File: config.mk
export PLATFORM = sky130hd
export DESIGN_NAME = asfs_top
export DESIGN_NICKNAME = d
export VERILOG_FILES = /design/src/verilog/asfs_pkg.sv /design/src/verilog/asfs_top.sv
export SDC_FILE = /design/constraint.sdc
export NUM_CORES = 1
export LEC_CHECK = 0
export BUFFER_PORTS_ARGS = -buffer_cell sky130_fd_sc_hd__buf_4
export CELL_PAD_IN_SITES_DETAIL_PLACEMENT = 0
export CELL_PAD_IN_SITES_GLOBAL_PLACEMENT = 1
export CORE_MARGIN = 3
export CORE_UTILIZATION = 45
export DETAILED_ROUTE_END_ITERATION = 8
export PLACE_DENSITY = 0.77
export SYNTH_ARGS = -nofsm -noshare
export SYNTH_HDL_FRONTEND = slang
export SYNTH_SLANG_ARGS = --single-unit
export TNS_END_PERCENT = 100
File: constraint.sdc
create_clock -name clk -period 11.9 [get_ports clk]
set_input_delay 3.57 -clock clk [delete_from_list [all_inputs] [get_ports clk]]
set_output_delay 3.57 -clock clk [all_outputs]
set_load 0.01 [all_outputs]
File: src/verilog/asfs_pkg.sv
// shared constants and types for the sample formatter and serializer
package asfs_pkg;

    // ---------------------------------------------------------------
    // register map (byte addresses)
    // ---------------------------------------------------------------
    localparam int           ADDR_W      = 8;
    localparam int           DATA_W      = 32;
    localparam logic [7:0]   ADDR_CTRL   = 8'h00;
    localparam logic [7:0]   ADDR_FRAC   = 8'h04;
    localparam logic [7:0]   ADDR_SERDIV = 8'h08;
    localparam logic [7:0]   ADDR_STREAM = 8'h0C;
    localparam logic [7:0]   ADDR_STATUS = 8'h10;

    // ---------------------------------------------------------------
    // field positions and widths
    // ---------------------------------------------------------------
    localparam int           CTRL_FMT_LSB  = 0;
    localparam int           CTRL_RES_LSB  = 2;
    localparam int           CTRL_LANE_LSB = 5;
    localparam int           CTRL_TPER_LSB = 7;
    localparam int           FRAC_LOW_LSB  = 0;
    localparam int           FRAC_MOD_LSB  = 16;
    localparam int           FRAC_W        = 12;
    localparam logic [13:0]  FRAC_MODULUS  = 14'h1000;
    localparam int           SERDIV_W      = 8;
    localparam int           FRAMES_W      = 16;
    localparam int           SEG_BITS      = 16;
    localparam logic [14:0]  TSYNC_BASE    = 15'h0080;
    localparam int           STAT_ACT_BIT  = 0;
    localparam int           STAT_CNT_LSB  = 4;
    localparam int           STAT_REM_LSB  = 16;

    // ---------------------------------------------------------------
    // modes and states
    // ---------------------------------------------------------------
    typedef enum logic [1:0] {FMT_OFFSET, FMT_SIGNMAG, FMT_TWOS} asfs_fmt_t;
    typedef enum logic [2:0] {RES_IQ1, RES_IQ2, RES_I1, RES_I2, RES_I3}
        asfs_res_t;
    typedef enum logic [1:0] {LANES_0, LANES_01, LANES_02, LANES_ALL}
        asfs_lanes_t;
    typedef enum logic {SER_IDLE, SER_SHIFT} asfs_ser_t;

    typedef struct packed {
        logic [2:0]  tper;
        asfs_lanes_t lanes;
        asfs_res_t   res;
        asfs_fmt_t   fmt;
    } asfs_cfg_t;

    // quantizer level: neg=1 below zero, mag 0..3 stands for 1,3,5,7
    typedef struct packed {
        logic       neg;
        logic [1:0] mag;
    } asfs_lvl_t;

    localparam asfs_cfg_t CFG_RST = '{tper: 3'h0, lanes: LANES_0,
                                      res: RES_IQ2, fmt: FMT_SIGNMAG};

endpackage : asfs_pkg

File: src/verilog/asfs_top.sv
// converter sample formatter, fractional clock divider and serializer
//
// Summary of operation
// - samples coded as offset binary, sign-magnitude or two's complement
// - sign-magnitude: sign 0 positive, magnitude codes per level
// - offset binary: +7 all ones down to -7 all zeros
// - two's complement: positive 0xx, negative 1 with inverted magnitude
// - after reset both channels give 2-bit sign and magnitude
// - resolutions: 1 or 2 bits on I and Q, or 1..3 bits I only
// - msb on the upper pin, lsb on the lower pin of a channel
// - 3-bit I only: msb I upper, middle I lower, lsb Q upper
// - converter rate derived from reference by 12-bit fractional divider
// - divider alternates adjacent integer ratios to reach the fraction
// - rate ratio is low over (4096 minus modulo plus low)
// - lanes 0,1 carry I and lanes 2,3 carry Q
// - 16-bit segments sent lane 0 first, then enabled higher lanes
// - lane select picks lane 0, lanes 0+1, lanes 0+2 or all four
// - lane 0 only gives back to back lane 0 segments
// - two lanes give lane 0 segment then second lane segment
// - serial rate must be 1x, 2x or 4x converter rate per lane count
// - converter bits collect in four 16-bit holding registers
// - full slice moves to shift registers, shifted during next slice
// - zeros on serial output once a slice is fully sent
// - slice start strobe marks the first bit of each slice
// - timing strobe every 128 to 16384 converter cycles
// - stream register sets how many slices are sent before stopping
//
// The address-and-strobe port and the register offsets were chosen for this implementation.
`timescale 1ns/1ps

module asfs_top
    import asfs_pkg::*;
#(
    parameter logic [11:0] LOW_RST    = 12'h100,
    parameter logic [11:0] MOD_RST    = 12'hE00,
    parameter logic [7:0]  SERDIV_RST = 8'h00
) (
    input  wire logic              clk,
    input  wire logic              rst,
    input  wire logic [ADDR_W-1:0] addr,
    input  wire logic [DATA_W-1:0] wdata,
    input  wire logic              wr_stb,
    input  wire logic              rd_stb,
    output logic      [DATA_W-1:0] rdata,
    input  wire asfs_lvl_t         quant_i,
    input  wire asfs_lvl_t         quant_q,
    output logic                   inphase_upper_pin,
    output logic                   inphase_lower_pin,
    output logic                   quadrature_upper_pin,
    output logic                   quadrature_lower_pin,
    output logic                   conv_strobe,
    output logic                   serial_strobe,
    output logic                   serial_data,
    output logic                   slice_start_strobe,
    output logic                   time_strobe
);

    // ---------------------------------------------------------------
    // functions
    // ---------------------------------------------------------------
    // 3-bit code of one level; narrower codes use the top bits
    function automatic logic [2:0] encode(asfs_fmt_t f, asfs_lvl_t l);
        logic [1:0] low;
        low = (f != FMT_SIGNMAG && l.neg) ? ~l.mag : l.mag;
        case (f)
            FMT_OFFSET: encode = {~l.neg, low};
            FMT_TWOS:   encode = {l.neg, low};
            default:    encode = {l.neg, low};
        endcase
    endfunction : encode

    // pin bits {i upper, i lower, q upper, q lower}
    function automatic logic [3:0] pin_map(asfs_cfg_t c, asfs_lvl_t i,
                                           asfs_lvl_t q);
        logic [2:0] ei;
        logic [2:0] eq;
        ei = encode(c.fmt, i);
        eq = encode(c.fmt, q);
        case (c.res)
            RES_IQ1: pin_map = {ei[2], 1'b0, eq[2], 1'b0};
            RES_I1:  pin_map = {ei[2], 3'b000};
            RES_I2:  pin_map = {ei[2], ei[1], 2'b00};
            RES_I3:  pin_map = {ei[2], ei[1], ei[0], 1'b0};
            default: pin_map = {ei[2], ei[1], eq[2], eq[1]};
        endcase
    endfunction : pin_map

    // lane carried by segment number s of the selected set
    function automatic logic [1:0] lane_of(asfs_lanes_t sel,
                                           logic [1:0] s);
        case (sel)
            LANES_01: lane_of = {1'b0, s[0]};
            LANES_02: lane_of = {s[0], 1'b0};
            LANES_ALL: lane_of = s;
            default:  lane_of = 2'h0;
        endcase
    endfunction : lane_of

    // bits in one serial frame for the selected set
    function automatic logic [6:0] frame_bits(asfs_lanes_t sel);
        case (sel)
            LANES_0:   frame_bits = 7'(SEG_BITS);
            LANES_ALL: frame_bits = 7'(4 * SEG_BITS);
            default:   frame_bits = 7'(2 * SEG_BITS);
        endcase
    endfunction : frame_bits

    // ---------------------------------------------------------------
    // declarations
    // ---------------------------------------------------------------
    asfs_cfg_t                  cfg_q;
    logic      [FRAC_W-1:0]     low_q;
    logic      [FRAC_W-1:0]     mod_q;
    logic      [SERDIV_W-1:0]   serdiv_q;
    logic      [FRAMES_W-1:0]   remain_q;
    logic                       unlimited_q;
    asfs_lvl_t                  qi_m_q, qi_q, qq_m_q, qq_q;
    logic      [13:0]           acc_q;
    logic      [13:0]           acc_sum;
    logic      [13:0]           denom;
    logic                       conv_en;
    logic      [SERDIV_W-1:0]   sdiv_cnt_q;
    logic                       ser_en;
    logic      [3:0]            pins_d;
    logic      [SEG_BITS-1:0]   hold_q [4];
    logic      [SEG_BITS-1:0]   sh_q   [4];
    logic      [3:0]            samp_cnt_q;
    logic                       slice_done;
    logic                       pend_q;
    logic                       ser_start;
    logic                       stream_ok;
    asfs_ser_t                  state_q;
    logic      [6:0]            pos_q;
    logic      [1:0]            cur_lane;
    logic      [3:0]            cur_bit;
    logic      [14:0]           tcnt_q;
    logic      [14:0]           tper_len;

    // ---------------------------------------------------------------
    // register bus
    // ---------------------------------------------------------------
    // configuration writes; illegal field codes fall to defaults later
    always_ff @(posedge clk or posedge rst) begin
        if (rst) begin
            cfg_q    <= CFG_RST;
            low_q    <= LOW_RST;
            mod_q    <= MOD_RST;
            serdiv_q <= SERDIV_RST;
        end else if (wr_stb) begin
            case (addr)
                ADDR_CTRL: begin
                    cfg_q.fmt   <= asfs_fmt_t'(wdata[CTRL_FMT_LSB +: 2]);
                    cfg_q.res   <= asfs_res_t'(wdata[CTRL_RES_LSB +: 3]);
                    cfg_q.lanes <= asfs_lanes_t'(wdata[CTRL_LANE_LSB +: 2]);
                    cfg_q.tper  <= wdata[CTRL_TPER_LSB +: 3];
                end
                ADDR_FRAC: begin
                    low_q <= wdata[FRAC_LOW_LSB +: FRAC_W];
                    mod_q <= wdata[FRAC_MOD_LSB +: FRAC_W];
                end
                ADDR_SERDIV: serdiv_q <= wdata[SERDIV_W-1:0];
                default: ;
            endcase
        end
    end

    // read data valid the cycle after the strobe; unmapped reads zero
    always_ff @(posedge clk or posedge rst) begin
        if (rst) begin
            rdata <= '0;
        end else begin
            rdata <= '0;
            if (rd_stb) begin
                case (addr)
                    ADDR_CTRL: begin
                        rdata[CTRL_FMT_LSB +: 2]  <= cfg_q.fmt;
                        rdata[CTRL_RES_LSB +: 3]  <= cfg_q.res;
                        rdata[CTRL_LANE_LSB +: 2] <= cfg_q.lanes;
                        rdata[CTRL_TPER_LSB +: 3] <= cfg_q.tper;
                    end
                    ADDR_FRAC: begin
                        rdata[FRAC_LOW_LSB +: FRAC_W] <= low_q;
                        rdata[FRAC_MOD_LSB +: FRAC_W] <= mod_q;
                    end
                    ADDR_SERDIV: rdata[SERDIV_W-1:0] <= serdiv_q;
                    ADDR_STREAM: rdata[FRAMES_W-1:0] <= remain_q;
                    ADDR_STATUS: begin
                        rdata[STAT_ACT_BIT]         <= (state_q == SER_SHIFT);
                        rdata[STAT_CNT_LSB +: 4]    <= samp_cnt_q;
                        rdata[STAT_REM_LSB +: FRAMES_W] <= remain_q;
                    end
                    default: rdata <= '0;
                endcase
            end
        end
    end

    // ---------------------------------------------------------------
    // quantizer input synchronisers
    // ---------------------------------------------------------------
    // the quantizer is outside our clock, so two stages first
    always_ff @(posedge clk or posedge rst) begin
        if (rst) begin
            qi_m_q <= '0;
            qi_q   <= '0;
            qq_m_q <= '0;
            qq_q   <= '0;
        end else begin
            qi_m_q <= quant_i;
            qi_q   <= qi_m_q;
            qq_m_q <= quant_q;
            qq_q   <= qq_m_q;
        end
    end

    // ---------------------------------------------------------------
    // fractional divider for the converter rate
    // ---------------------------------------------------------------
    // phase accumulator: add low each cycle, wrap at the denominator
    assign denom   = FRAC_MODULUS - 14'(mod_q) + 14'(low_q);
    assign acc_sum = acc_q + 14'(low_q);
    assign conv_en = conv_strobe;

    always_ff @(posedge clk or posedge rst) begin
        if (rst) begin
            acc_q       <= '0;
            conv_strobe <= 1'b0;
        end else if (denom == '0 || low_q == '0) begin
            acc_q       <= '0;                           // divider parked
            conv_strobe <= 1'b0;
        end else if (acc_sum >= denom) begin
            acc_q       <= acc_sum - denom;
            conv_strobe <= 1'b1;
        end else begin
            acc_q       <= acc_sum;
            conv_strobe <= 1'b0;
        end
    end

    // ---------------------------------------------------------------
    // serial rate divider
    // ---------------------------------------------------------------
    // divide value n gives one serial cycle every n+1 clocks
    assign ser_en = serial_strobe;

    always_ff @(posedge clk or posedge rst) begin
        if (rst) begin
            sdiv_cnt_q    <= '0;
            serial_strobe <= 1'b0;
        end else if (sdiv_cnt_q >= serdiv_q) begin
            sdiv_cnt_q    <= '0;
            serial_strobe <= 1'b1;
        end else begin
            sdiv_cnt_q    <= sdiv_cnt_q + 1'b1;
            serial_strobe <= 1'b0;
        end
    end

    // ---------------------------------------------------------------
    // output pins and holding registers
    // ---------------------------------------------------------------
    assign pins_d     = pin_map(cfg_q, qi_q, qq_q);
    assign slice_done = conv_en && (samp_cnt_q == 4'hF);

    always_ff @(posedge clk or posedge rst) begin
        if (rst) begin
            inphase_upper_pin    <= 1'b0;
            inphase_lower_pin    <= 1'b0;
            quadrature_upper_pin <= 1'b0;
            quadrature_lower_pin <= 1'b0;
        end else if (conv_en) begin
            inphase_upper_pin    <= pins_d[3];
            inphase_lower_pin    <= pins_d[2];
            quadrature_upper_pin <= pins_d[1];
            quadrature_lower_pin <= pins_d[0];
        end
    end

    // lane 0 = i upper ... lane 3 = q lower; newest bit enters at lsb
    always_ff @(posedge clk or posedge rst) begin
        if (rst) begin
            samp_cnt_q <= '0;
            for (int k = 0; k < 4; k++) begin
                hold_q[k] <= '0;
                sh_q[k]   <= '0;
            end
        end else if (conv_en) begin
            samp_cnt_q <= samp_cnt_q + 1'b1;
            for (int k = 0; k < 4; k++) begin
                hold_q[k] <= {hold_q[k][SEG_BITS-2:0], pins_d[3-k]};
                if (slice_done) begin
                    sh_q[k] <= {hold_q[k][SEG_BITS-2:0], pins_d[3-k]};
                end
            end
        end
    end

    // ---------------------------------------------------------------
    // slice hand-off and frame budget
    // ---------------------------------------------------------------
    assign stream_ok = unlimited_q || (remain_q != '0);
    assign ser_start = ser_en && pend_q && stream_ok;

    // a new slice arriving as the old one is taken keeps the flag set
    always_ff @(posedge clk or posedge rst) begin
        if (rst) begin
            pend_q <= 1'b0;
        end else if (slice_done) begin
            pend_q <= 1'b1;
        end else if (ser_en) begin
            pend_q <= 1'b0;
        end
    end

    // writing zero streams forever, a count sends that many slices
    always_ff @(posedge clk or posedge rst) begin
        if (rst) begin
            remain_q    <= '0;
            unlimited_q <= 1'b1;
        end else if (wr_stb && addr == ADDR_STREAM) begin
            remain_q    <= wdata[FRAMES_W-1:0];
            unlimited_q <= (wdata[FRAMES_W-1:0] == '0);
        end else if (ser_start && !unlimited_q) begin
            remain_q    <= remain_q - 1'b1;
        end
    end

    // ---------------------------------------------------------------
    // serializer
    // ---------------------------------------------------------------
    // a late slice restarts the frame: too slow a serial rate loses data
    assign cur_lane = lane_of(cfg_q.lanes, pos_q[5:4]);
    assign cur_bit  = pos_q[3:0];

    always_ff @(posedge clk or posedge rst) begin
        if (rst) begin
            state_q            <= SER_IDLE;
            pos_q              <= '0;
            serial_data        <= 1'b0;
            slice_start_strobe <= 1'b0;
        end else if (ser_start) begin
            state_q            <= SER_SHIFT;
            pos_q              <= 7'h01;
            serial_data        <= sh_q[0][SEG_BITS-1];
            slice_start_strobe <= 1'b1;
        end else if (ser_en) begin
            slice_start_strobe <= 1'b0;
            case (state_q)
                SER_SHIFT: begin
                    if (pos_q == frame_bits(cfg_q.lanes)) begin
                        state_q     <= SER_IDLE;
                        serial_data <= 1'b0;
                    end else begin
                        pos_q       <= pos_q + 1'b1;
                        serial_data <= sh_q[cur_lane][SEG_BITS-1-
                                                      int'(cur_bit)];
                    end
                end
                default: serial_data <= 1'b0;
            endcase
        end
    end

    // ---------------------------------------------------------------
    // timing strobe
    // ---------------------------------------------------------------
    assign tper_len = TSYNC_BASE << cfg_q.tper;

    always_ff @(posedge clk or posedge rst) begin
        if (rst) begin
            tcnt_q      <= '0;
            time_strobe <= 1'b0;
        end else if (conv_en && tcnt_q >= tper_len - 1'b1) begin
            tcnt_q      <= '0;
            time_strobe <= 1'b1;
        end else begin
            tcnt_q      <= conv_en ? tcnt_q + 1'b1 : tcnt_q;
            time_strobe <= 1'b0;
        end
    end
endmodule : asfs_top

### Yosys cells after proc, flatten, opt, wreduce, memory -nomap -nowiden

Index checks and enable logic that the tools add are counted.

| storage, ports and cells | value |
|---|---|
| bits in registers | 286 |
| bits in latches | 0 |
| RAM bits | 0 |
| bits in read-only memories | 0 |
| input bits | 50 |
| output and inout port bits | 41 |
| logic and storage cells | 158 |
| memories | 0 |

| operators by class | value |
|---|---|
| $add $sub $neg | 11 |
| multipliers | 0 |
| div/mod/pow operators | 0 |
| order comparisons | 5 |
| equality and inequality tests | 14 |
| shift operators | 1 |
| muxes and demuxes | 51 |
| bitwise gates (word level) | 5 |
| reductions and logical operators | 29 |

Operator list:

| cell | count |
|---|---|
| two-way mux 16 bit | 4 |
| two-way mux 7 bit | 7 |
| binary-select mux 16 bit (select 2 bit) | 1 |
| two-way mux 32 bit | 1 |
| two-way mux 15 bit | 2 |
| adder 14 x 12 -> 14 bit | 2 |
| two-way mux 14 bit | 2 |
| one-hot mux 12 bit (2 select lines) | 1 |
| one-hot mux 3 bit (4 select lines) | 2 |
| one-hot mux 4 bit (5 select lines) | 1 |
| two-way mux 1 bit | 17 |
| equality test 8 x 4 -> 1 bit (second input constant) | 2 |
| zero test 16 bit | 1 |
| nonzero test 16 bit | 1 |
| subtractor 16 x 1 -> 16 bit (second input constant) | 1 |
| adder 15 x 1 -> 15 bit (second input constant) | 1 |
| greater-or-equal comparator 15 bit | 1 |
| << shifter 8 x 3 -> 15 bit (first input constant) | 1 |
| subtractor 15 x 1 -> 15 bit (second input constant) | 1 |
| greater-or-equal comparator 14 bit | 1 |
| zero test 14 bit | 1 |
| one-hot mux 7 bit (2 select lines) | 1 |
| subtractor 13 x 12 -> 14 bit (first input constant) | 1 |
| subtractor 14 bit | 1 |
| other kinds (38) | 62 |

### Longest topological paths before layout

Gate-level depths: netlist of the first run.

| depth | value |
|---|---|
| word-level depth | 13 |
| gate-level depth with buffers | 19 |
| depth with buffers taken out | 18 |

### Least setup slack after synthesis of the first run

No wires, ideal clock.

| timing | value |
|---|---|
| kind | in2reg |
| from | input addr[5] |
| to | register cfg_q[1] (netlist name) |
| library setup time | 0.125 ns |
| arrival | 5.054 ns |
| required time | 11.775 ns |
| setup slack | 6.721 ns |
| stages | 5 |
| path buffers | 0 |
| cell sequence | nor3_1 > nand2_1 > nor4_1 > nand2_1 > mux2_2 |

| between the ends | value |
|---|---|
| word-level cells in the longest chain between the ends | 2 |

Ends and longest elaborated chain:

| what | line | source |
|---|---|---|
| from (decl) | asfs_top.sv:40 | `input wire logic [ADDR_W-1:0] addr,` |
| zero test 8 bit | asfs_top.sv:150 | `case (addr)` |
| AND reduction 2 bit (no line) | -- |  |
| to (decl) | asfs_top.sv:111 | `asfs_cfg_t cfg_q;` |

No other way between the ends.
A chain may end at the register's enable or synchronous reset.

### Final worst setup path of the first run

| timing | value |
|---|---|
| from | input addr[5] |
| to | register rdata[17] |

| between the ends | value |
|---|---|
| word-level cells in the longest chain between the ends | 3 |
| elaborated cells on any way between the ends | 4 |
| classes of those cells | eq/ne: 2; mux: 2 |

Ends and longest elaborated chain:

| what | line | source |
|---|---|---|
| equality test 8 x 5 -> 1 bit or equality test 8 x 3 -> 1 bit (tied branches) | asfs_top.sv:174 | `case (addr)` |
| one-hot mux 12 bit (2 select lines) (*) | asfs_top.sv:174 |  |
| two-way mux 32 bit (*) | asfs_top.sv:173 | `if (rd_stb) begin` |
| to (signal, indexed assignment) | asfs_top.sv:176 | `rdata[CTRL_FMT_LSB +: 2] <= cfg_q.fmt;` |
| to (signal, indexed assignment) | asfs_top.sv:177 | `rdata[CTRL_RES_LSB +: 3] <= cfg_q.res;` |
| to (signal, indexed assignment) | asfs_top.sv:178 | `rdata[CTRL_LANE_LSB +: 2] <= cfg_q.lanes;` |
| to (decl) | asfs_top.sv:44 | `output logic [DATA_W-1:0] rdata,` |

Mark *: on every way between the ends. The rest lies on a longest branch, timed or not.

==> summary by stage, run 1 <==
Place
The routability-driven placement congestion ratio is 0.822. Detailed placement ended at an HPWL of 22200 um. The quantity of I/O buffers inserted on ports is 85.

Clock network
The total clock sinks is 280. Counting the buffers created by CTS gives 30. The insertion delay of the later-clocked pin in the worst-skew pair is 550 ps. Clock-pin slew was measured on the worst setup and hold paths at 60 ps. The root buffer cell chosen for the clock tree is sky130_fd_sc_hd__clkbuf_16.

The number of post-CTS setup repair buffers is 0. The number of buffers inserted for hold repair after clock tree synthesis is 0. The count of cells resized by post-cts repair is 0. The H-tree depth is 1. TritonCTS built the clock tree. Counting along the longest clock path gives a buffer depth of 3.

Floorplanning
The vertical die dimension is 183 um. The standard-cell row count is 64. The full die area is 33400 sq um. The die boundary width is 183 um. The standard cell core area is 30700 sq um. In this run the count of I/O pins placed on the die edge is 91. The initial standard-cell utilization of the core is 45.9%.

Logic synthesis
The fraction of the mapped netlist area in compound gates is 9.57%. The share of cell area taken by muxes after synthesis is 17.8%. After synthesis, the largest family of logic cells by area is multiplexers. Summing the areas of all fa, ha and maj instances in the mapped netlist gives 6.03% of the synthesized area. The async set-or-reset flop fraction in the synthesized netlist is 100%. The synthesized netlist contains 74 unique library cells. The register area share after synthesis is 49.9%. The number of register bits inferred by synthesis is 280. The synthesized netlist occupies a cell area of 14100 sq um. After Yosys synthesis, and, or, nand and nor cells account for 8.99% of the synthesized area.

Of the total synthesized cell area, the portion taken by XOR and XNOR cells is 4.98%. Counting every instance in the synthesized netlist gives 1178. The number of synthesized flops with an enable pin is 0. The Yosys warning count is 0. Counting every net in the synthesized netlist gives 1294. The most used flip-flop cell after synthesis is sky130_fd_sc_hd__dfrtp_1. The average instance in the mapped netlist occupies 11.9 sq um.

Detailed routing
The first-pass iteration count of the detailed router is 5. The detail-routed via count per cell is 5.50. In the routed design, unresolved DRC markers number 0. Dividing the detail-routed wire length by the instance count gives 18.5 um. The final routed wirelength across all metal layers is 31000 um. The DRC violation total after the first TritonRoute iteration is 492. The routed layout has 9221 vias. Once detail routing completed, the nets flagged for antenna violations numbered 0.

Pwr
Power spread over the standard cell area amounts to 173 nW/um^2. The part of the power in combinational logic is 26.1%. The overall power is 2.78 mW.

The worst IR drop on VDD is 0.141 mV. The fraction of power consumed by sequential logic is 40.3%. The part of the total power dissipated in the clock network is 33.6%. The internal portion of the total power is 1.93 mW.

The leakage power figure is 7.68 nW. The net load switching power is 0.853 mW. The switching part of the total power is 30.7%.

STA
Setup repair after global routing left no endpoint under its margin. Across the routed clock network, the largest skew measured is 12.1 ps. The final count of hold timing violations is 0. For the final routed database, the setup TNS stands at 0 ps. Setup violations remaining at the end of the flow were counted as 0.

The routed design could run at a clock period as short as 5320 ps. The portion of the clock cycle consumed by the worst path in the final layout is 44.7%. The slew of the pin with the lowest slew margin is 1040 ps. Derived from the worst setup path, the maximum achievable clock frequency is 0.188 GHz.

The final count of pins violating max slew is 0. Headroom to the max-slew limit came out at 30.9%.

Min path
The min-delay analysis places its worst path in the category register to register. The sink of the worst hold path is qi_q[1]. Along the worst hold path, the cell count comes to 0. The startpoint of the worst hold path is qi_m_q[1].

Critical path
The slowest cell on the critical path is sky130_fd_sc_hd__nor2_1. The gate family responsible for the most delay along the worst path is simple AND/OR/NAND/NOR gates. The cell count of the worst reg-to-reg path is 18. The largest driver fanout on the critical path is 14. At the worst endpoint, the arrival time is 5800 ps. The critical path capture point type is a register. Walking the worst path, the cells encountered are buf_4, nor3_1, nand2_1, nor2_1, and2_1, nand2_1, nor2_1, a22o_1. The category of the most critical setup path is input pin to register. The worst register-to-register path ends at acc_q[8]. Together, buffers and inverters on the worst path number 1. STA classifies the critical path startpoint as an input pin. The startpoint identified for the worst register-to-register timing path is low_q[0].

The critical path crosses 8 cells after its start point. The required time at the worst-slack endpoint is 12390 ps. The slack of the worst reg-to-reg path is 7270 ps. The largest single stage delay on the critical path is 620 ps.

Global routing
The number of global-route vias before repair is 9424. The pin count of the biggest net entering global routing is 146. The initial antenna violation count came to 1. The overflow left after global routing is 0.

The first-pass GRT wire length is 51100 um. Global routing used 18.7% of the available tracks.

Cells and area
Of the cells placed in the final design, the portion with a size suffix greater than 1 is 27.3%. The area growth from synthesis to final layout is 14.4%. The final layout contains 1373 nets.

Outcome
The run finished with clean final reports.

Run
The max capacitance violation total is 0.
## Yosys cell counts, types with 5 or more instances
master                     instances  area, sq um
sky130_fd_sc_hd__dfrtp_1         273         6830
sky130_fd_sc_hd__mux2_2          171         1930
sky130_fd_sc_hd__nor2_1           83          312
sky130_fd_sc_hd__ha_1             63          788
sky130_fd_sc_hd__a21oi_1          57          285
sky130_fd_sc_hd__inv_1            53          199
sky130_fd_sc_hd__nand2_1          46          173
sky130_fd_sc_hd__xnor2_1          43          377
sky130_fd_sc_hd__xor2_1           37          324
sky130_fd_sc_hd__clkbuf_1         30          113
sky130_fd_sc_hd__a21o_1           26          195
sky130_fd_sc_hd__o21ai_0          23          115
sky130_fd_sc_hd__nand3_1          22          110
sky130_fd_sc_hd__and2_1           16          100
sky130_fd_sc_hd__a211oi_1         15          113
sky130_fd_sc_hd__mux4_2           15          338
sky130_fd_sc_hd__a22o_1           14          123
sky130_fd_sc_hd__nor3_1           14         70.1
sky130_fd_sc_hd__and3_1           12         75.1
sky130_fd_sc_hd__nor4_1           12         75.1
sky130_fd_sc_hd__mux2i_1          11          110
sky130_fd_sc_hd__nand4_1          11         68.8
sky130_fd_sc_hd__buf_1            10         37.5
sky130_fd_sc_hd__or3_1             9         56.3
sky130_fd_sc_hd__nor2b_1           8         50.1
sky130_fd_sc_hd__dfstp_2           7          184
sky130_fd_sc_hd__o21a_1            7         52.6
sky130_fd_sc_hd__o21ai_1           7         35.0
sky130_fd_sc_hd__a222oi_1          5         50.1
sky130_fd_sc_hd__mux4_1            5          131
sky130_fd_sc_hd__nand2b_1          5         31.3
## flip-flops by register name, indices dropped and copies added (netlist names), 3 cells and up
name and cells:
rdata 32, mod_q 12, tcnt_q 15, qi_m_q 3
hold_q 60, remain_q 16, sdiv_cnt_q 8, qi_q 3
pos_q 7, acc_q 14, serdiv_q 8, cfg_q 10
low_q 12, sh_q 64, samp_cnt_q 4
## metrics by stage
step	utilization (%)	std cells	hold WS [ps]	cell area [sq um]	worst slack, ps
2_1_floorplan	-	1178	331	14100	619
3_3_place_gp	49.2	1621	337	15100	6100
3_5_place_dp	49.2	1621	336	15100	6080
4_1_cts	52.5	1675	350	16100	6650
5_1_grt	52.5	1676	354	16100	6390
6_report	52.5	1676	349	16100	6580
## layout by cell type, fill, tap and decap left out, drive strengths merged, types with 11 or more instances in the layout
cell type	instances
dfrtp	273
mux2	171
buf	92
nor2	84
ha	63
a21oi	58
inv	54
nand2	46
xnor2	43
clkbuf	42
xor2	37
o21ai	30
a21o	26
nand3	22
mux4	20
and2	17
a211oi	15
nor3	14
a22o	14
nor4	13
and3	12
nand4	11
mux2i	11
## per-layer routing
metal | global-route usage (%) | vias up | part of all wire [%]
li1 | - | 4405 | -
met1 | 27.4 | 4639 | 48
met2 | 29.7 | 135 | 46
met3 | 2.74 | 42 | 3.7
met4 | 4.41 | 0 | 2.1
met5 | 0 | - | 0
## logic make-up (layout without fill, tap and decap cells)
kind of cell | Yosys count | after routing
and+or+nand+nor | 255 | 255
xor gates and xnor gates | 80 | 80
adders and majority gates | 66 | 66
AOI/OAI and AO/OA | 196 | 196
DFF | 280 | 280
other | 1 | 2
buffers and inverters | 98 | 199
muxes | 202 | 202
## power by group through the flow
stage | registers [mW] | logic [mW] | clock network (mW)
6_report | 1.12 | 0.724 | 0.934
5_1_grt | 1.14 | 0.813 | 0.998
4_1_cts | 1.12 | 0.730 | 0.960
3_5_place_dp | 1.14 | 0.725 | 0
3_3_place_gp | 1.14 | 0.714 | 0
2_1_floorplan | 1.11 | 0.572 | 0
## worst max path at each step
| stage | start | to |
|---|---|---|
| finish | addr[5] | rdata[17] |
| global route | addr[5] | rdata[18] |
| CTS | addr[5] | rdata[24] |
| detailed placement | addr[5] | rdata[24] |
| global placement | addr[5] | rdata[27] |
| floorplan | rst | acc_q[0] |
## cell type report
class | count | area, sq um
Fill cell | 2625 | 14600
Sequential cell | 280 | 7020
Multi-Input combinational cell | 800 | 6670
Clock buffer | 42 | 886
Timing Repair Buffer | 92 | 691
Tap cell | 396 | 495
Inverter | 53 | 206
Clock inverter | 12 | 125
Antenna cell | 1 | 2.50
Power figures use the tool's default switching activity.
==> inputs of run 2 (changes only) <==
==> constraint.sdc (replaced) <==
create_clock -name clk -period 4.46 [get_ports clk]
set_input_delay 1.338 -clock clk [delete_from_list [all_inputs] [get_ports clk]]
set_output_delay 1.338 -clock clk [all_outputs]
set_load 0.01 [all_outputs]
==> summary by stage, run 2 (synthesized netlist as in run 1, its figures left out) <==
Clock network
In this run the post-CTS setup repair buffer count came out at 0. The H-tree depth is 1. The CTS buffer count is 31. The clock reaches the later pin of the worst-skew pair after 560 ps. The root buffer cell chosen for the clock tree is sky130_fd_sc_hd__clkbuf_16. After clock tree synthesis, the clock-pin slew on the worst setup and hold paths is 60 ps.

The clock tree from TritonCTS is built. The maximum root-to-sink buffer count is 3. The total clock sinks is 280. The number of hold buffers added after CTS was 0.

Detailed routing
The routed length per instance is 18.6 um. The DRC violation total after the first TritonRoute iteration is 473. The count of nets left with antenna violations once routing finished came out at 0. In the routed design, unresolved DRC markers number 0. Across all layers, the routed design uses 9308 vias. The detail-routed via count per cell is 5.50.

After detailed routing, the total wire length is 31500 um. The first-pass iteration count of the detailed router is 5.

Cells and area
In the final layout, the registers with the most flip-flops are sh_q x64, hold_q x60, rdata x32. The number of flip-flops under the largest register name is 64. Of the cells placed in the final design, the portion with a size suffix greater than 1 is 28.2%.

Cells fill 53.1% of the core in the end. The register bank with the most flops is sh_q. The most frequent standard cell in the layout excluding fill and tap cells is sky130_fd_sc_hd__dfrtp_1. The library cells used most frequently in the layout, excluding fill and tap cells, are 272 x sky130_fd_sc_hd__dfrtp_1, 171 x sky130_fd_sc_hd__mux2_2, 103 x sky130_fd_sc_hd__buf_4. The net count of the finished layout is 1389. The filler cell count in the final layout is 2623. The finished cells cover 16300 sq um. The area growth from synthesis to final layout is 15.8%.

Critical path
The start of the worst register-to-register path is low_q[1]. In this run the worst path has a maximum fanout of 16. The critical path's largest stage delay is 460 ps.

STA classifies the critical path startpoint as a register. The critical path is of the register to register type. Data arrives at the worst endpoint at 4570 ps.

The worst setup path is captured at a register. STA puts the critical path data required time at 4880 ps. For this design, the slowest cell found on the critical path is sky130_fd_sc_hd__dfrtp_1.

The signal on the critical path passes through ha_1, a211oi_1, nor2_1, a311oi_1, buf_4, a21oi_1, a21oi_1, xnor2_1, ha_1, and4_1, a41oi_1, o21ai_0, a31o_1, a21o_1, a21oi_4, buf_12, mux2i_1, nor2_1. The critical path starts at low_q[1].

Pwr
The analysis attributes to cell leakage a power of 7.78 nW. The worst-case IR drop observed on VDD is 0.337 mV. The power density normalized to cell area is 465 nW/um^2.

STA
The final critical-path required period is 4150 ps. The final count of pins violating max slew was 0. On the final layout, the worst clock skew is 12.4 ps. The worst slew slack as a fraction of its limit is 39.4%. The final count of hold timing violations is 0. The portion of the clock cycle consumed by the worst path in the final layout is 93.0%. The highest achievable clock rate is 0.241 GHz.

The slew of the pin with the lowest slew margin is 906 ps. Setup repair after global routing left no endpoint under its margin. Adding up every negative setup slack in the final design gives 0 ps. Setup violations remaining at the end of the flow were counted as 0.

Global routing
The number of global-route vias before repair is 9435. The pin count of the biggest net entering global routing is 115. The overall global routing resource usage is 18.8%.

Global routing finished with a remaining overflow of 0. The initial antenna violation count is 1. The first global-routing pass estimated 51000 um of wire.

Floorplanning
The floorplan step defined a die boundary enclosing 33400 sq um. Pin placement for this block handled 91 I/O pins. The initial standard-cell utilization of the core is 45.9%. Measured along the y axis, the die boundary spans 183 um. The die is 183 um wide. The core region is 30700 sq um. After floorplanning, the core was divided into 64 placement rows.

Place
In this run the cell area measured after placement is 15200 sq um. The count of buffers added on input and output ports is 85. The final HPWL from detailed placement is 22600 um. The routability-driven placement congestion ratio is 0.817.

Min path
The startpoint of the worst hold path is qi_m_q[0]. The class of the most critical hold timing path is register to register.

Outcome
The run finished with clean final reports.

Run
Across the run, the number of max-cap violations was 0.
## run 2: timing repair
item,in CTS,in global routing
hold endpoints to repair,0,0
endpoints found under the setup margin,0,13
resized for setup,0,2
## run 2: stage by stage
stage / power (mW) / setup WS, ps / cells / hold WS [ps]
2_1_floorplan: 4.49 / -580 / 1178 / 331
3_3_place_gp: 5.01 / 270 / 1636 / 338
3_5_place_dp: 5.05 / 211 / 1636 / 339
4_1_cts: 7.65 / 189 / 1691 / 353
5_1_grt: 8.01 / 17.1 / 1692 / 355
6_report: 7.57 / 313 / 1692 / 351
## run 2: path summary, 6_finish.rpt
kind | to | depth (start not counted) | slack [ps]
setup / recovery | acc_q[8] | 18 | 310
hold / removal | qi_q[0] | 0 | 350
setup reg to reg | acc_q[8] | 18 | 310
max in group asynchronous | sh_q[4] | 3 | 2640
min in group asynchronous | mod_q[8] | 2 | 850
hold reg to reg | qi_q[0] | 0 | 350
## run 2: per-layer routing
layer	routed length, um	share of wire, %	vias to the layer above	track usage [%]
met3	1170	3.7	56	2.80
met4	750	2.4	0	4.96
li1	-	-	4435	-
met5	0	0	-	0
met1	15300	49	4665	27.4
met2	14300	45	152	29.8
## run 2: area by class of cell
class                           count  area, sq um  area share [%]
Clock inverter                     11          136           0.837
Clock buffer                       44          905            5.55
Timing Repair Buffer              107          853            5.24
Tap cell                          396          495            3.04
Inverter                           53          203            1.24
Antenna cell                        1         2.50          0.0154
Multi-Input combinational cell    800         6680            41.0
Sequential cell                   280         7020            43.1
## run 2: critical path, delay by kind of cell (launching register included)
kind                     cells  cell delay (ps)
AO/OA/AOI/OAI                9             1770
buffers and inverters        2              350
flip-flops                   1              460
multiplexers                 1              190
adder cells (fa/ha/maj)      2              660
XOR/XNOR                     1              190
AND/OR/NAND/NOR              3              390
## run 2: where the power goes
| group | switching [mW] | leakage (nW) | internal, mW |
|---|---|---|---|
| combinational | 1.07 | 3.54 | 0.946 |
| sequential | 0.236 | 3.72 | 2.76 |
| clock | 0.998 | 0.516 | 1.57 |
==> inputs of run 3 (changes only) <==
--- a/config.mk
+++ b/config.mk
@@ -5,6 +5,7 @@
 export SDC_FILE = /design/constraint.sdc
 export NUM_CORES = 1
 export LEC_CHECK = 0
+export ABC_AREA = 0
 export BUFFER_PORTS_ARGS = -buffer_cell sky130_fd_sc_hd__buf_4
 export CELL_PAD_IN_SITES_DETAIL_PLACEMENT = 0
 export CELL_PAD_IN_SITES_GLOBAL_PLACEMENT = 1
==> constraint.sdc (replaced) <==
create_clock -name clk -period 4.46 [get_ports clk]
set_input_delay 0.223 -clock clk [delete_from_list [all_inputs] [get_ports clk]]
set_output_delay 0.223 -clock clk [all_outputs]
set_load 0.01 [all_outputs]
==> summary by stage, run 3 (synthesized netlist as in run 1, its figures left out) <==
Clock network
The maximum root-to-sink buffer count is 3. The clock drives 280 sinks. The tree is rooted in a sky130_fd_sc_hd__clkbuf_16. For the worst-skew pair, the clock arrives at the later sink with an insertion delay of 550 ps. Clock-pin slew was measured on the worst setup and hold paths at 60 ps. The H-tree depth is 1.

The clock tree from TritonCTS is built. Clock tree synthesis inserted a total of 30 buffers.

Cells and area
The register with the most flip-flops in the layout has 64 of them. The most frequent standard cell in the layout excluding fill and tap cells is sky130_fd_sc_hd__dfrtp_1. The layout net count is 1415. Leaving out fill and tap cells, the most frequent cells in the layout are 272 x sky130_fd_sc_hd__dfrtp_1, 171 x sky130_fd_sc_hd__mux2_2, 94 x sky130_fd_sc_hd__buf_4. Compared with the post-synthesis result, the final layout area differs by 18.5%.

The largest registers in the layout are sh_q x64, hold_q x60, rdata x32. The post-route netlist has 27.1% of its cells at a drive strength greater than 1. Ranked by flip-flop count, first place goes to sh_q. Cells fill 54.3% of the core in the end. The count of placed standard cells in the final layout, fillers left out is 1722.

Pwr
The overall power is 7.75 mW. The leakage power figure is 7.91 nW. The worst-case IR drop observed on VDD is 0.433 mV. Dividing total power by cell area gives a power density of 465 nW/um^2.

Global routing
The overall global routing resource usage is 19.3%. The pin count of the biggest net entering global routing is 128. The number of global-route vias before repair is 9656.

The initial antenna violation count came to 3. For this run the aggregate overflow at the end of global routing stands at 0. The first-pass GRT wire length is 52700 um.

Place
The routability-driven placement congestion ratio is 0.810. Once detailed placement completed, the half-perimeter wirelength came to 22300 um. Buffers placed on the I/O ports in this run total 85. The number of placed cells counting well taps is 1625.

Critical path
The required time at the worst-slack endpoint is 4880 ps. The critical path capture point type is a register. The worst setup path is launched from a register. The endpoint arrival time on the critical path is 4620 ps.

The worst setup path is of the register to register kind. The largest driver fanout on the critical path is 18.

Floorplanning
The initial utilization of the core area, before any placement, comes to 45.9%. The top-level port count is 91. The standard cell core area is 30700 sq um. The vertical die dimension is 183 um. From left edge to right edge, the die measures 183 um.

The floorplan step defined a die boundary enclosing 33400 sq um. The floorplan has 64 rows.

Run
The max capacitance violation total is 0.

Outcome
The run finished with clean final reports.

STA
Measured against its own limit, the worst slew margin works out to 36.6%. The worst clock skew on the final layout is 21.7 ps. The final-report setup violation count is 0. The final critical-path required period is 4200 ps. At the pin with the least slew margin, the transition time is 942 ps. The worst path uses 94.2% of the clock period. The final count of hold timing violations is 0. The final count of pins violating max slew is 0. Timing would allow up to 0.238 GHz.

Detailed routing
The first-pass iteration count of the detailed router is 6. The final routed wirelength across all metal layers is 31900 um. The detail-routed via count per cell is 5.53.

The routed length per instance is 18.5 um. The overall via count from detail_route is 9526. The detailed router finished its first iteration with 622 violations. The number of nets with antenna violations after routing is 0.

The DRC violation count after routing is 0.

Min path
The class of the most critical hold timing path is input pin to register.
## run 3: cell types whose count changed in the layout (fill, tap and decap cells not counted), moves of 2 or more
cell                            before  now
sky130_fd_sc_hd__buf_4             103   94
sky130_fd_sc_hd__dlygate4sd3_1       0   37
sky130_fd_sc_hd__bufinv_16           3    6
sky130_fd_sc_hd__clkinv_2            6    4
sky130_fd_sc_hd__diode_2             1    3
## run 3: where the power goes
part           internal [mW]  switching (mW)
Combinational          0.954            1.05
Clock                   1.74            1.00
Sequential              2.76           0.240
## run 3: cell type report
| cell class | count | area (sq um) |
|---|---|---|
| fill | 2619 | 14000 |
| sequential | 280 | 7020 |
| multi-input combinational | 800 | 6680 |
| timing repair buffer | 134 | 1140 |
| clock buffer | 43 | 901 |
| tap | 396 | 495 |
| clock inverter | 13 | 224 |
| inverter | 53 | 203 |
| antenna | 3 | 7.51 |
## run 3: worst paths after layout
check | start | to | slack [ps] | cells past startpoint
max | low_q[2] | acc_q[9] | 260 | 18
min reg2reg | qq_m_q[1] | qq_q[1] | 340 | 0
max in group asynchronous | rst | conv_strobe | 3260 | 4
max reg2reg | low_q[2] | acc_q[9] | 260 | 18
min | addr[2] | rdata[9] | 70 | 3
min in group asynchronous | rst | rdata[21] | 200 | 3
## run 3: critical path: stages (launching register included)
cell                       delay, ps
sky130_fd_sc_hd__dfrtp_1         460
sky130_fd_sc_hd__ha_1            380
sky130_fd_sc_hd__o21ai_0         280
sky130_fd_sc_hd__nor2_1          110
sky130_fd_sc_hd__a311oi_1        390
sky130_fd_sc_hd__buf_4           200
sky130_fd_sc_hd__a21oi_1          60
sky130_fd_sc_hd__a21oi_1         190
sky130_fd_sc_hd__xnor2_1         180
sky130_fd_sc_hd__ha_1            340
sky130_fd_sc_hd__and4_1          210
sky130_fd_sc_hd__a41oi_1         190
sky130_fd_sc_hd__o21ai_0         120
sky130_fd_sc_hd__a31o_1          200
sky130_fd_sc_hd__a21o_1          210
sky130_fd_sc_hd__a21oi_4         140
sky130_fd_sc_hd__buf_12          160
sky130_fd_sc_hd__mux2i_1         190
sky130_fd_sc_hd__nor2_1           50
## run 3: what timing repair did
| action | 4_1_cts | 5_1_grt |
|---|---|---|
| resized for setup | 0 | 3 |
| setup endpoints to repair | 0 | 13 |
| hold buffers | 37 | 0 |
| endpoints found under the hold margin | 76 | 0 |
| buffers inserted | 0 | 1 |
## run 3: layer usage
metal,part of all wire (%),routed length (um),track usage [%],vias to the layer above
li1,-,-,-,4495
met1,47,15000,28.2,4837
met2,47,15200,31.2,152
met3,3.8,1210,2.58,42
met4,1.9,595,4.51,0
met5,0,0,0,-
## run 3: per-stage QoR
step                      instance area (sq um)  hold WS (ps)  setup WS (ps)  TNS (ps)
final                                     16700          71.4            257         0
after global routing                      16700          74.3          -5.19     -8.72
after CTS                                 16600          40.6            172         0
after detailed placement                  15100           216            210         0
after global placement                    15100           216            262         0
after floorplan                           14100           254            535         0
